$ cat src/include/plldc_defines.vh
`ifndef PLLDC_DEFINES_VH
`define PLLDC_DEFINES_VH

// ********************************************************************
// register offsets
// ********************************************************************
`define PLLDC_ADDR_W          8
`define PLLDC_OFF_REF_LOW     8'h54
`define PLLDC_OFF_OUT_REF     8'h55
`define PLLDC_OFF_PRE_LOW     8'h56
`define PLLDC_OFF_PRE_HIGH    8'h57
`define PLLDC_OFF_CP          8'h58
`define PLLDC_OFF_EN_ONE      8'h59
`define PLLDC_OFF_LF_RES      8'h5A
`define PLLDC_OFF_LF_C3       8'h5B
`define PLLDC_OFF_LF_C1       8'h5C
`define PLLDC_OFF_LF_C2       8'h5D
`define PLLDC_OFF_EN_TWO      8'h5F

// ********************************************************************
// reset values
// ********************************************************************
`define PLLDC_RST_REF_LOW     8'h00
`define PLLDC_RST_OUT_REF     8'h48
`define PLLDC_RST_PRE_LOW     8'h78
`define PLLDC_RST_PRE_HIGH    8'h40
`define PLLDC_RST_CP          8'h12
`define PLLDC_RST_EN_ONE      8'h41
`define PLLDC_RST_LF_RES      8'h2F
`define PLLDC_RST_LF_CAP      8'h27
`define PLLDC_RST_EN_TWO      8'hF1

// ********************************************************************
// field positions
// ********************************************************************
`define PLLDC_REF_HI_MSB      1
`define PLLDC_PRE_HI_MSB      3
`define PLLDC_CP_CODE_MSB     3
`define PLLDC_CP_BIAS_BIT     4
`define PLLDC_EN_REFDIV_BIT   4
`define PLLDC_EN_CORE_BIT     1
`define PLLDC_EN_OUT_BIT      3
`define PLLDC_EN_BIAS_BIT     2
`define PLLDC_LF_CODE_MSB     4
`define PLLDC_UNIMP_BIT       7
`define PLLDC_REF_UNSUP       10'h002

`endif

$ cat src/verilog/plldc_divider.v
`timescale 1ns/100ps
`default_nettype none
`include "plldc_defines.vh"

// ********************************************************************
// programmable clock-enable divider: code 0 or 1, or HOLD_ONE high, passes
// every enabled edge, code n otherwise emits one pulse every n enabled edges
// ********************************************************************
module plldc_divider
#(
  parameter WIDTH = 12
)
(
  // clock and reset
  input  wire             CLK,
  input  wire             RST_N,
  input  wire             CE,
  // divider
  input  wire             IN_PULSE,
  input  wire             HOLD_ONE,
  input  wire [WIDTH-1:0] RATIO,
  output reg              OUT_PULSE
);

  reg  [WIDTH-1:0] count_q;
  wire             pass_through;
  wire             wrap;

  assign pass_through = HOLD_ONE || (RATIO <= {{(WIDTH-1){1'b0}}, 1'b1});
  // a ratio shrunk below the running count restarts with a pulse on the next enabled input pulse
  assign wrap = (count_q >= RATIO - {{(WIDTH-1){1'b0}}, 1'b1});

  always @(posedge CLK or negedge RST_N)
  begin
    if (!RST_N)
    begin
      count_q   <= {WIDTH{1'b0}};
      OUT_PULSE <= 1'b0;
    end
    else if (CE)
    begin
      if (!IN_PULSE)
      begin
        OUT_PULSE <= 1'b0;
      end
      else if (pass_through || wrap)
      begin
        count_q   <= {WIDTH{1'b0}};
        OUT_PULSE <= 1'b1;
      end
      else
      begin
        count_q   <= count_q + {{(WIDTH-1){1'b0}}, 1'b1};
        OUT_PULSE <= 1'b0;
      end
    end
  end

endmodule // plldc_divider

`default_nettype wire

$ cat src/verilog/plldc_config.v
`timescale 1ns/100ps
`default_nettype none
`include "plldc_defines.vh"

// Behaviour
// (RL1) ref code 3..1023 divides by value
// (RL2) refdiv insert bit 4, default bypass
// (RL3) prescaler low 0x56, high 0x57 bits 3:0
// (RL4) prescaler divides by code, zero divides one
// (RL5) prescaler default 120
// (RL6) divided VCO feeds phase detector
// (RL7) charge-pump current code, default 0010
// (RL8) bias source bit 4, default self-bias
// (RL9) resistor code 5 bits, default 01111
// (RL10) cap three code, default 00111
// (RL11) cap one code, default 00111
// (RL12) cap two code, default 00111
// (RL13) software picks loop values by frequency
// (RL14) software keeps factory bits at default
// (RL15) bit 7 unimplemented, reads zero
// (RL16) ref divider 10 bits across two registers
// (RL17) output needs out, bias, core enables
// (RL18) dividers use concatenated stored fields
// (RL19) fields read back, reset to defaults
module plldc_config
(
  // clock and reset
  input  wire        CLK,
  input  wire        RST_N,
  input  wire        CE,
  // register port
  input  wire [7:0]  ADDR,
  input  wire [7:0]  WDATA,
  input  wire        WR,
  input  wire        RD,
  output reg  [7:0]  RDATA,
  // clocks as enable pulses, from synthesizer-side logic on CLK
  input  wire        REF_PULSE,
  input  wire        VCO_PULSE,
  output wire        PFD_REF_PULSE,
  output wire        PFD_FB_PULSE,
  // analog settings
  output wire [9:0]  REF_DIV_RATIO,
  output wire        REF_DIV_INSERT,
  output wire [11:0] FB_PRESCALE,
  output wire [3:0]  CP_CURRENT_CODE,
  output wire        CP_SELF_BIAS,
  output wire [4:0]  LOOP_FILTER_RES_CODE,
  output wire [4:0]  LOOP_FILTER_C1_CODE,
  output wire [4:0]  LOOP_FILTER_C2_CODE,
  output wire [4:0]  LOOP_FILTER_C3_CODE,
  output wire        CORE_ENABLE,
  output wire        SYNTH_OUT_ENABLE
);

  // ********************************************************************
  // register storage
  // ********************************************************************
  reg  [7:0] ref_low_q;
  reg  [7:0] out_ref_q;
  reg  [7:0] pre_low_q;
  reg  [7:0] pre_high_q;
  reg  [7:0] cp_q;
  reg  [7:0] en_one_q;
  reg  [7:0] lf_res_q;
  reg  [7:0] lf_c3_q;
  reg  [7:0] lf_c1_q;
  reg  [7:0] lf_c2_q;
  reg  [7:0] en_two_q;
  reg  [7:0] rdata_d;
  wire       ref_div_pulse;
  wire       ref_unsup;

  // bit 7 is masked off on the registers that do not implement it
  always @(posedge CLK or negedge RST_N)
  begin
    if (!RST_N)
    begin
      ref_low_q  <= `PLLDC_RST_REF_LOW;  // RL19
      out_ref_q  <= `PLLDC_RST_OUT_REF;
      pre_low_q  <= `PLLDC_RST_PRE_LOW;  // RL5
      pre_high_q <= `PLLDC_RST_PRE_HIGH; // RL5
      cp_q       <= `PLLDC_RST_CP;       // RL7
      en_one_q   <= `PLLDC_RST_EN_ONE;   // RL2
      lf_res_q   <= `PLLDC_RST_LF_RES;   // RL9
      lf_c3_q    <= `PLLDC_RST_LF_CAP;   // RL10
      lf_c1_q    <= `PLLDC_RST_LF_CAP;   // RL11
      lf_c2_q    <= `PLLDC_RST_LF_CAP;   // RL12
      en_two_q   <= `PLLDC_RST_EN_TWO;
    end
    else if (CE && WR)
    begin
      case (ADDR)
        `PLLDC_OFF_REF_LOW:  ref_low_q  <= WDATA;
        `PLLDC_OFF_OUT_REF:  out_ref_q  <= WDATA;
        `PLLDC_OFF_PRE_LOW:  pre_low_q  <= WDATA;            // RL3
        `PLLDC_OFF_PRE_HIGH: pre_high_q <= WDATA;            // RL3
        `PLLDC_OFF_CP:       cp_q       <= WDATA;
        `PLLDC_OFF_EN_ONE:   en_one_q   <= {1'b0, WDATA[6:0]}; // RL15
        `PLLDC_OFF_LF_RES:   lf_res_q   <= {1'b0, WDATA[6:0]}; // RL15
        `PLLDC_OFF_LF_C3:    lf_c3_q    <= {1'b0, WDATA[6:0]}; // RL15
        `PLLDC_OFF_LF_C1:    lf_c1_q    <= {1'b0, WDATA[6:0]}; // RL15
        `PLLDC_OFF_LF_C2:    lf_c2_q    <= {1'b0, WDATA[6:0]}; // RL15
        `PLLDC_OFF_EN_TWO:   en_two_q   <= WDATA;
        default:             ref_low_q  <= ref_low_q;
      endcase
    end
  end

  // ********************************************************************
  // read path: data one cycle after the strobe, zero otherwise
  // ********************************************************************
  always @*
  begin
    case (ADDR)
      `PLLDC_OFF_REF_LOW:  rdata_d = ref_low_q;  // RL19
      `PLLDC_OFF_OUT_REF:  rdata_d = out_ref_q;
      `PLLDC_OFF_PRE_LOW:  rdata_d = pre_low_q;
      `PLLDC_OFF_PRE_HIGH: rdata_d = pre_high_q;
      `PLLDC_OFF_CP:       rdata_d = cp_q;
      `PLLDC_OFF_EN_ONE:   rdata_d = en_one_q;   // RL15
      `PLLDC_OFF_LF_RES:   rdata_d = lf_res_q;
      `PLLDC_OFF_LF_C3:    rdata_d = lf_c3_q;
      `PLLDC_OFF_LF_C1:    rdata_d = lf_c1_q;
      `PLLDC_OFF_LF_C2:    rdata_d = lf_c2_q;
      `PLLDC_OFF_EN_TWO:   rdata_d = en_two_q;
      default:             rdata_d = 8'h00;
    endcase
  end

  always @(posedge CLK or negedge RST_N)
  begin
    if (!RST_N)
    begin
      RDATA <= 8'h00;
    end
    else if (CE)
    begin
      RDATA <= RD ? rdata_d : 8'h00;
    end
  end

  // ********************************************************************
  // field decode
  // ********************************************************************
  // combined values track both stored halves live
  assign REF_DIV_RATIO  = {out_ref_q[`PLLDC_REF_HI_MSB:0], ref_low_q};   // RL16 RL18
  assign FB_PRESCALE    = {pre_high_q[`PLLDC_PRE_HI_MSB:0], pre_low_q}; // RL3 RL18
  assign REF_DIV_INSERT = en_one_q[`PLLDC_EN_REFDIV_BIT];               // RL2
  assign CP_CURRENT_CODE = cp_q[`PLLDC_CP_CODE_MSB:0];                  // RL7
  assign CP_SELF_BIAS   = cp_q[`PLLDC_CP_BIAS_BIT];                     // RL8
  assign LOOP_FILTER_RES_CODE = lf_res_q[`PLLDC_LF_CODE_MSB:0];         // RL9
  assign LOOP_FILTER_C3_CODE  = lf_c3_q[`PLLDC_LF_CODE_MSB:0];          // RL10
  assign LOOP_FILTER_C1_CODE  = lf_c1_q[`PLLDC_LF_CODE_MSB:0];          // RL11
  assign LOOP_FILTER_C2_CODE  = lf_c2_q[`PLLDC_LF_CODE_MSB:0];          // RL12
  assign CORE_ENABLE    = en_one_q[`PLLDC_EN_CORE_BIT];
  assign SYNTH_OUT_ENABLE = en_two_q[`PLLDC_EN_OUT_BIT] & en_two_q[`PLLDC_EN_BIAS_BIT]
                          & CORE_ENABLE; // RL17

  // ********************************************************************
  // dividers
  // ********************************************************************
  // code 2 is unsupported; it is treated as divide-by-one rather than
  // leaving the loop with an undefined reference
  assign ref_unsup = (REF_DIV_RATIO == `PLLDC_REF_UNSUP);

  plldc_divider #(.WIDTH(10)) u_ref_div
  (
    .CLK       (CLK),
    .RST_N     (RST_N),
    .CE        (CE),
    .IN_PULSE  (REF_PULSE),
    .HOLD_ONE  (ref_unsup),
    .RATIO     (REF_DIV_RATIO),   // RL1
    .OUT_PULSE (ref_div_pulse)
  );

  // with CORE_ENABLE high, bypass routes the raw reference straight to the detector
  assign PFD_REF_PULSE = (REF_DIV_INSERT ? ref_div_pulse : REF_PULSE) & CORE_ENABLE; // RL2

  plldc_divider #(.WIDTH(12)) u_fb_div
  (
    .CLK       (CLK),
    .RST_N     (RST_N),
    .CE        (CE),
    .IN_PULSE  (VCO_PULSE),
    .HOLD_ONE  (1'b0),
    .RATIO     (FB_PRESCALE),     // RL4
    .OUT_PULSE (PFD_FB_PULSE)     // RL6
  );

endmodule // plldc_config

`default_nettype wire

$ cat config.mk
export PLATFORM = sky130hd
export DESIGN_NAME = plldc_config
export DESIGN_NICKNAME = d
export VERILOG_FILES = /design/src/verilog/plldc_divider.v /design/src/verilog/plldc_config.v
export VERILOG_INCLUDE_DIRS = /design/src /design/src/include
export SDC_FILE = /design/constraint.sdc
export NUM_CORES = 1
export LEC_CHECK = 0
export ABC_AREA = 1
export BUFFER_PORTS_ARGS = -buffer_cell sky130_fd_sc_hd__buf_2
export CAP_MARGIN = 20
export CORE_ASPECT_RATIO = 1.4
export CORE_UTILIZATION = 45
export DETAILED_ROUTE_END_ITERATION = 7
export GPL_ROUTABILITY_DRIVEN = 0
export REMOVE_ABC_BUFFERS = 1
export SLEW_MARGIN = 20
export SYNTH_ARGS = -nofsm -noshare
export SYNTH_HDL_FRONTEND = slang
export SYNTH_HIERARCHICAL = 1
export SYNTH_SLANG_ARGS = --single-unit
$ cat constraint.sdc
create_clock -name CLK -period 3 [get_ports CLK]
set_input_delay 0.3 -clock CLK [delete_from_list [all_inputs] [get_ports CLK]]
set_output_delay 0.3 -clock CLK [all_outputs]
set_load 0.005 [all_outputs]
---- Word-level counts from Yosys, hierarchy flattened ----
Index checks and enable logic that the tools add are counted.
storage, ports and cells
  bits in registers ....................... 115
  output and inout port bits .............. 60
cells by class
  add/sub/neg operators ................... 4
  magnitude comparators ................... 4
  eq/ne operators ......................... 12
  mux-type cells .......................... 9
  bitwise logic cells ..................... 3
  reduce and logical (&&, ||, !) cells .... 17
operators with widths
  operator                 number
  $eq A8 B7 Y1 const B     11
  $pmux W8 S11             1
  $reduce_and A2 Y1        13
  $add A12 B1 Y12 const B  1
  $ge A12 B12 Y1           1
  $le A12 B1 Y1 const B    1
  $mux W12                 1
  $sub A12 B1 Y12 const B  1
  $add A10 B1 Y10 const B  1
  $eq A10 B2 Y1 const B    1
  $ge A10 B10 Y1           1
  $le A10 B1 Y1 const B    1
  $mux W10                 1
  $sub A10 B1 Y10 const B  1
  $mux W8                  1
  $mux W1                  5
  $and A1 B1 Y1            3
  $logic_or A1 B1 Y1       3
  $logic_and A1 B1 Y1      1

---- Longest topological paths before layout ----
  depth in word-level cells ............... 5
  depth in mapped cells ................... 19
  mapped depth without buffers ............ 19

---- Hierarchy ----
Netlist, hierarchy kept.
modules (own cells, without submodules)
  module                     instances  cells an instance  area an instance (um^2)  seq. area each (um^2)
  plldc_config               1          575                4,663.2                  2,318.5
  plldc_divider (u_fb_div)   1          175                1,290.0                  325.3
  plldc_divider (u_ref_div)  1          156                1,066.0                  275.3

---- Worst setup path before layout ----
Ideal clock, no wire load.
  kind .................................... reg2reg
  start ................................... reg pre_low_q[0]
  end ..................................... reg u_fb_div.count_q[5]
  library setup time ...................... 0.073 ns
  data arrival time ....................... 2.128 ns
  required time ........................... 2.927 ns
  slack ................................... 0.799 ns
  stages on the path, launching flop included .. 15
  buffers on the path ..................... 1
  cells stage by stage .................... dfrtp_1 > inv_1 > ha_1 > nand3_1 > nor3_2 > a21oi_1 > a21oi_1 > ha_1 > nand2_1 > nor2_1 > and2_1 > nand2_1 > nand3_2 > buf_6 > a21oi_2
between the ends
  longest elaborated chain between the ends .. 4
RTL lines
  what                      RTL line            text
  start: declaration        plldc_config.v:61   reg [7:0] pre_low_q;
  start signal: assignment  plldc_config.v:81   pre_low_q <= `PLLDC_RST_PRE_LOW;
  $sub A12 B1 Y12           plldc_divider.v:31  assign wrap = (count_q >= RATIO - {{(WIDTH-1){1'b0}}, 1'b1});
  $ge A12 B12 Y1            plldc_divider.v:31
  $logic_or A1 B1 Y1 (*)    plldc_divider.v:46  else if (pass_through || wrap)
  $mux W12 (*)              plldc_divider.v:46
  end signal: assignment    plldc_divider.v:37  count_q <= {WIDTH{1'b0}};
  end signal: assignment    plldc_divider.v:48  count_q <= {WIDTH{1'b0}};
  end signal: assignment    plldc_divider.v:53  count_q <= count_q + {{(WIDTH-1){1'b0}}, 1'b1};
  end: declaration          plldc_divider.v:25  reg [WIDTH-1:0] count_q;
Mark *: on every way between the ends. The rest lies on a longest branch, timed or not.
A chain may end at the register's enable or synchronous reset.

---- Worst setup path after layout ----
  start ................................... reg pre_low_q[0]
  end ..................................... reg u_fb_div.count_q[0]
The elaborated chain is that of the path after synthesis.

==> metrics.csv <==
metric,value,unit
die area,16100,µm²
critical path launch point type,flip-flop,
most common library cell in the layout ignoring fill and taps,nand2_1,
Area after DPL,7370,µm²
1st-iter DRT viols,282,
"Clk Latency, worst-skew pair",420,ps
Worst Path Buf+Inv,2,
post-route ant nets,0,
initial antenna violation count,0,
utilization after layout,53.7,%
final count of negative-setup-slack endpoints,0,
cts hold-fix bufs,1,
Area Overhead vs Synth,15.7,%
CTS tree,done,
critical path cell sequence,inv_1 -> ha_1 -> nand3_1 -> nor3_2 -> a21oi_1 -> a21oi_1 -> ha_1 -> nand2_1 -> inv_1 -> nand2_1 -> nand2_1 -> a21oi_2 -> nand3_2 -> o21ai_0,
Synth Register Bits,115,
RSZ-0062 raised after global routing,no,
critical path class,reg2reg,
Vias,5916,
CTS sink cnt,115,
Num CTS Buffers,17,
Detailed Routing Iterations Pass 1,5,
Worst EP arrival,3010,ps
fmax,0.373,GHz
Die Ht,150,µm
fin nets,1004,
syn avg cell area,7.75,µm²
post-placement cell count,1125,
Overflow after GRT,0,
library cells used by synthesis,36,
# fillers,1471,
crit-path most repeated cell,nand2_1,
dpl hpwl,12900,µm
# Max-Cap Violations,0,
"commonest non-fill, non-tap cells in the layout","254 x nand2_1, 101 x nand3_1, 82 x dfrtp_1",
Clock Pin Slew Worst Setup and Hold Paths,50,ps
Starting Density,46.4,%
DRC viols,0,
Non-Filler Instances,1158,
Root Buffer,clkbuf_16,
critical path's top delay family,simple AND/OR/NAND/NOR gates,
core area,15100,µm²
vias in the first global route,5651,
max-slew violations,0,
top cell type by total area after synthesis,dfrtp_1,
r2r setup slk,320,ps
outcome,"complete, no violations",
drt wl/cell,15.6,µm
CP Capture Type,flip-flop,
antenna diode count,0,
post-synth top area share,29.2,%
final setup TNS,0,ps
WP data required,3330,ps
Worst slew margin,61.0,%
Post-synth EDFFs,0,
Synth area leaders,"dfrtp_1 29%, nand2_1 14%, dfstp_2 12%",
crit path max fanout,13,
final instance area,8120,µm²
Min-Delay Path Class,in2reg,
H-tree depth,4,
post-synthesis instance total,906,
post-synth design cell area,7020,µm²
largest net degree at the start of global routing,55,
"Async S/R FF share, synth",100,%
Slew @ Worst Pin,585,ps
row cnt,53,
Die Width,108,µm
Pleak,4.11,nW
slowest cell on the critical path,dfrtp_1,
Setup Skew,6.04,ps
Vias/cell,5.11,
gr usage total,24.0,%
Tcrit/Tclk final,89.3,%
Max VDD drop,0.348,mV
layout cells sized above 1,21.3,%
Ys Warns,6,
I/O Buffers,82,
sequential fraction of the synthesis area,41.6,%
Routed Wire Length,18100,µm
"Top FF cell, synth",dfrtp_1,
first-pass GRT wire length,29000,µm
Fin. Hold Viols,0,
Period minus WS final,2680,ps
# resized after CTS,0,
Bufs on Longest Clock Path,2,
PwrDens,563,nW/µm²
Ports,83,
"slowest stage delay, CP",420,ps
setup bufs post-CTS,0,
==> per-stage QoR <==
stage                     worst slack (ps)  hold WS, ps  total power (W)
final                                  321          257          0.00457
after CTS                              317          244          0.00460
after floorplan                      -2030         4.41          0.00190
after global routing                  20.5          257          0.00472
after detailed placement               333          199          0.00206
after global placement                 404          196          0.00206
==> sequential cells by signal (all words and copies together), names as in the netlist <==
register             cells
RDATA                    8
u_fb_div/OUT_PULSE       1
lf_res_q                 7
u_fb_div/count_q        12
lf_c1_q                  7
pre_low_q                8
ref_low_q                8
en_one_q                 7
u_ref_div/count_q       10
pre_high_q               8
cp_q                     8
lf_c2_q                  7
lf_c3_q                  7
u_ref_div/OUT_PULSE      1
out_ref_q                8
en_two_q                 8
==> synthesized netlist by cell type, types with 2 or more instances <==
master	n
a21oi_1	14
a21oi_2	11
buf_2	14
buf_4	32
clkbuf_1	13
dfrtp_1	82
dfstp_2	33
ha_1	28
inv_1	76
inv_2	3
nand2_1	254
nand2_2	7
nand3_1	101
nand3_2	11
nand3b_1	2
nand4_1	5
nor2_1	68
nor2_2	5
nor2_4	14
nor3_1	3
o21a_1	7
o21ai_0	64
o21ai_1	21
o21bai_1	3
xnor2_1	10
xor2_1	15
==> final timing paths <==
| kind | start | endpoint | depth (start not counted) |
|---|---|---|---|
| setup reg to reg | pre_low_q[0] | u_fb_div/count_q[0] | 14 |
| hold / removal | CE | u_ref_div/OUT_PULSE | 2 |
| hold reg to reg | lf_res_q[5] | lf_res_q[5] | 2 |
| min in group asynchronous | RST_N | pre_high_q[1] | 2 |
| max in group asynchronous | RST_N | lf_c1_q[0] | 3 |
| setup / recovery | pre_low_q[0] | u_fb_div/count_q[0] | 14 |
==> final cells by class <==
type | count | area (µm²) | area share (%)
Clock buffer | 23 | 488 | 6.01
Clock inverter | 9 | 248 | 3.05
Tap cell | 192 | 240 | 2.96
Multi-Input combinational cell | 651 | 3440 | 42.3
Sequential cell | 115 | 2920 | 36.0
Timing Repair Buffer | 88 | 485 | 5.98
Inverter | 80 | 300 | 3.70
==> metal layers <==
metal  GRT usage [%]  vias to the layer above  routed length [µm]
met5               0                        -                   0
met3            4.88                       20                 655
met2            43.1                      121                9470
met1            28.0                     2780                7570
li1                -                     2995                   -
met4            8.63                        0                 412
==> worst reg2reg max path: stages (launching register included) <==
cell and delay [ps]:
dfrtp_1 420, inv_1 120, ha_1 250, nand3_1 160
nor3_2 230, a21oi_1 100, a21oi_1 130, ha_1 240
nand2_1 80, inv_1 40, nand2_1 50, nand2_1 50
a21oi_2 120, nand3_2 330, o21ai_0 280
==> kinds of logic (layout without fill, tap and decap cells) <==
family	count (synthesis)	count (layout)	share of synthesized area (%)
compound gates	121	121	9.73
simple gates	476	476	31.0
buf+inv	140	200	9.55
other cells	1	1	0.0534
fa+ha+maj	28	28	4.99
xor+xnor	25	25	3.12
flops	115	115	41.6
==> power by group <==
part	switching [W]	internal (W)	total [W]	leakage, nW
logic	0.000255	0.000130	0.000385	2.28
registers	0.0000443	0.00161	0.00165	1.48
clock network	0.000719	0.00181	0.00253	0.354
(Power assumes the default switching activity.)
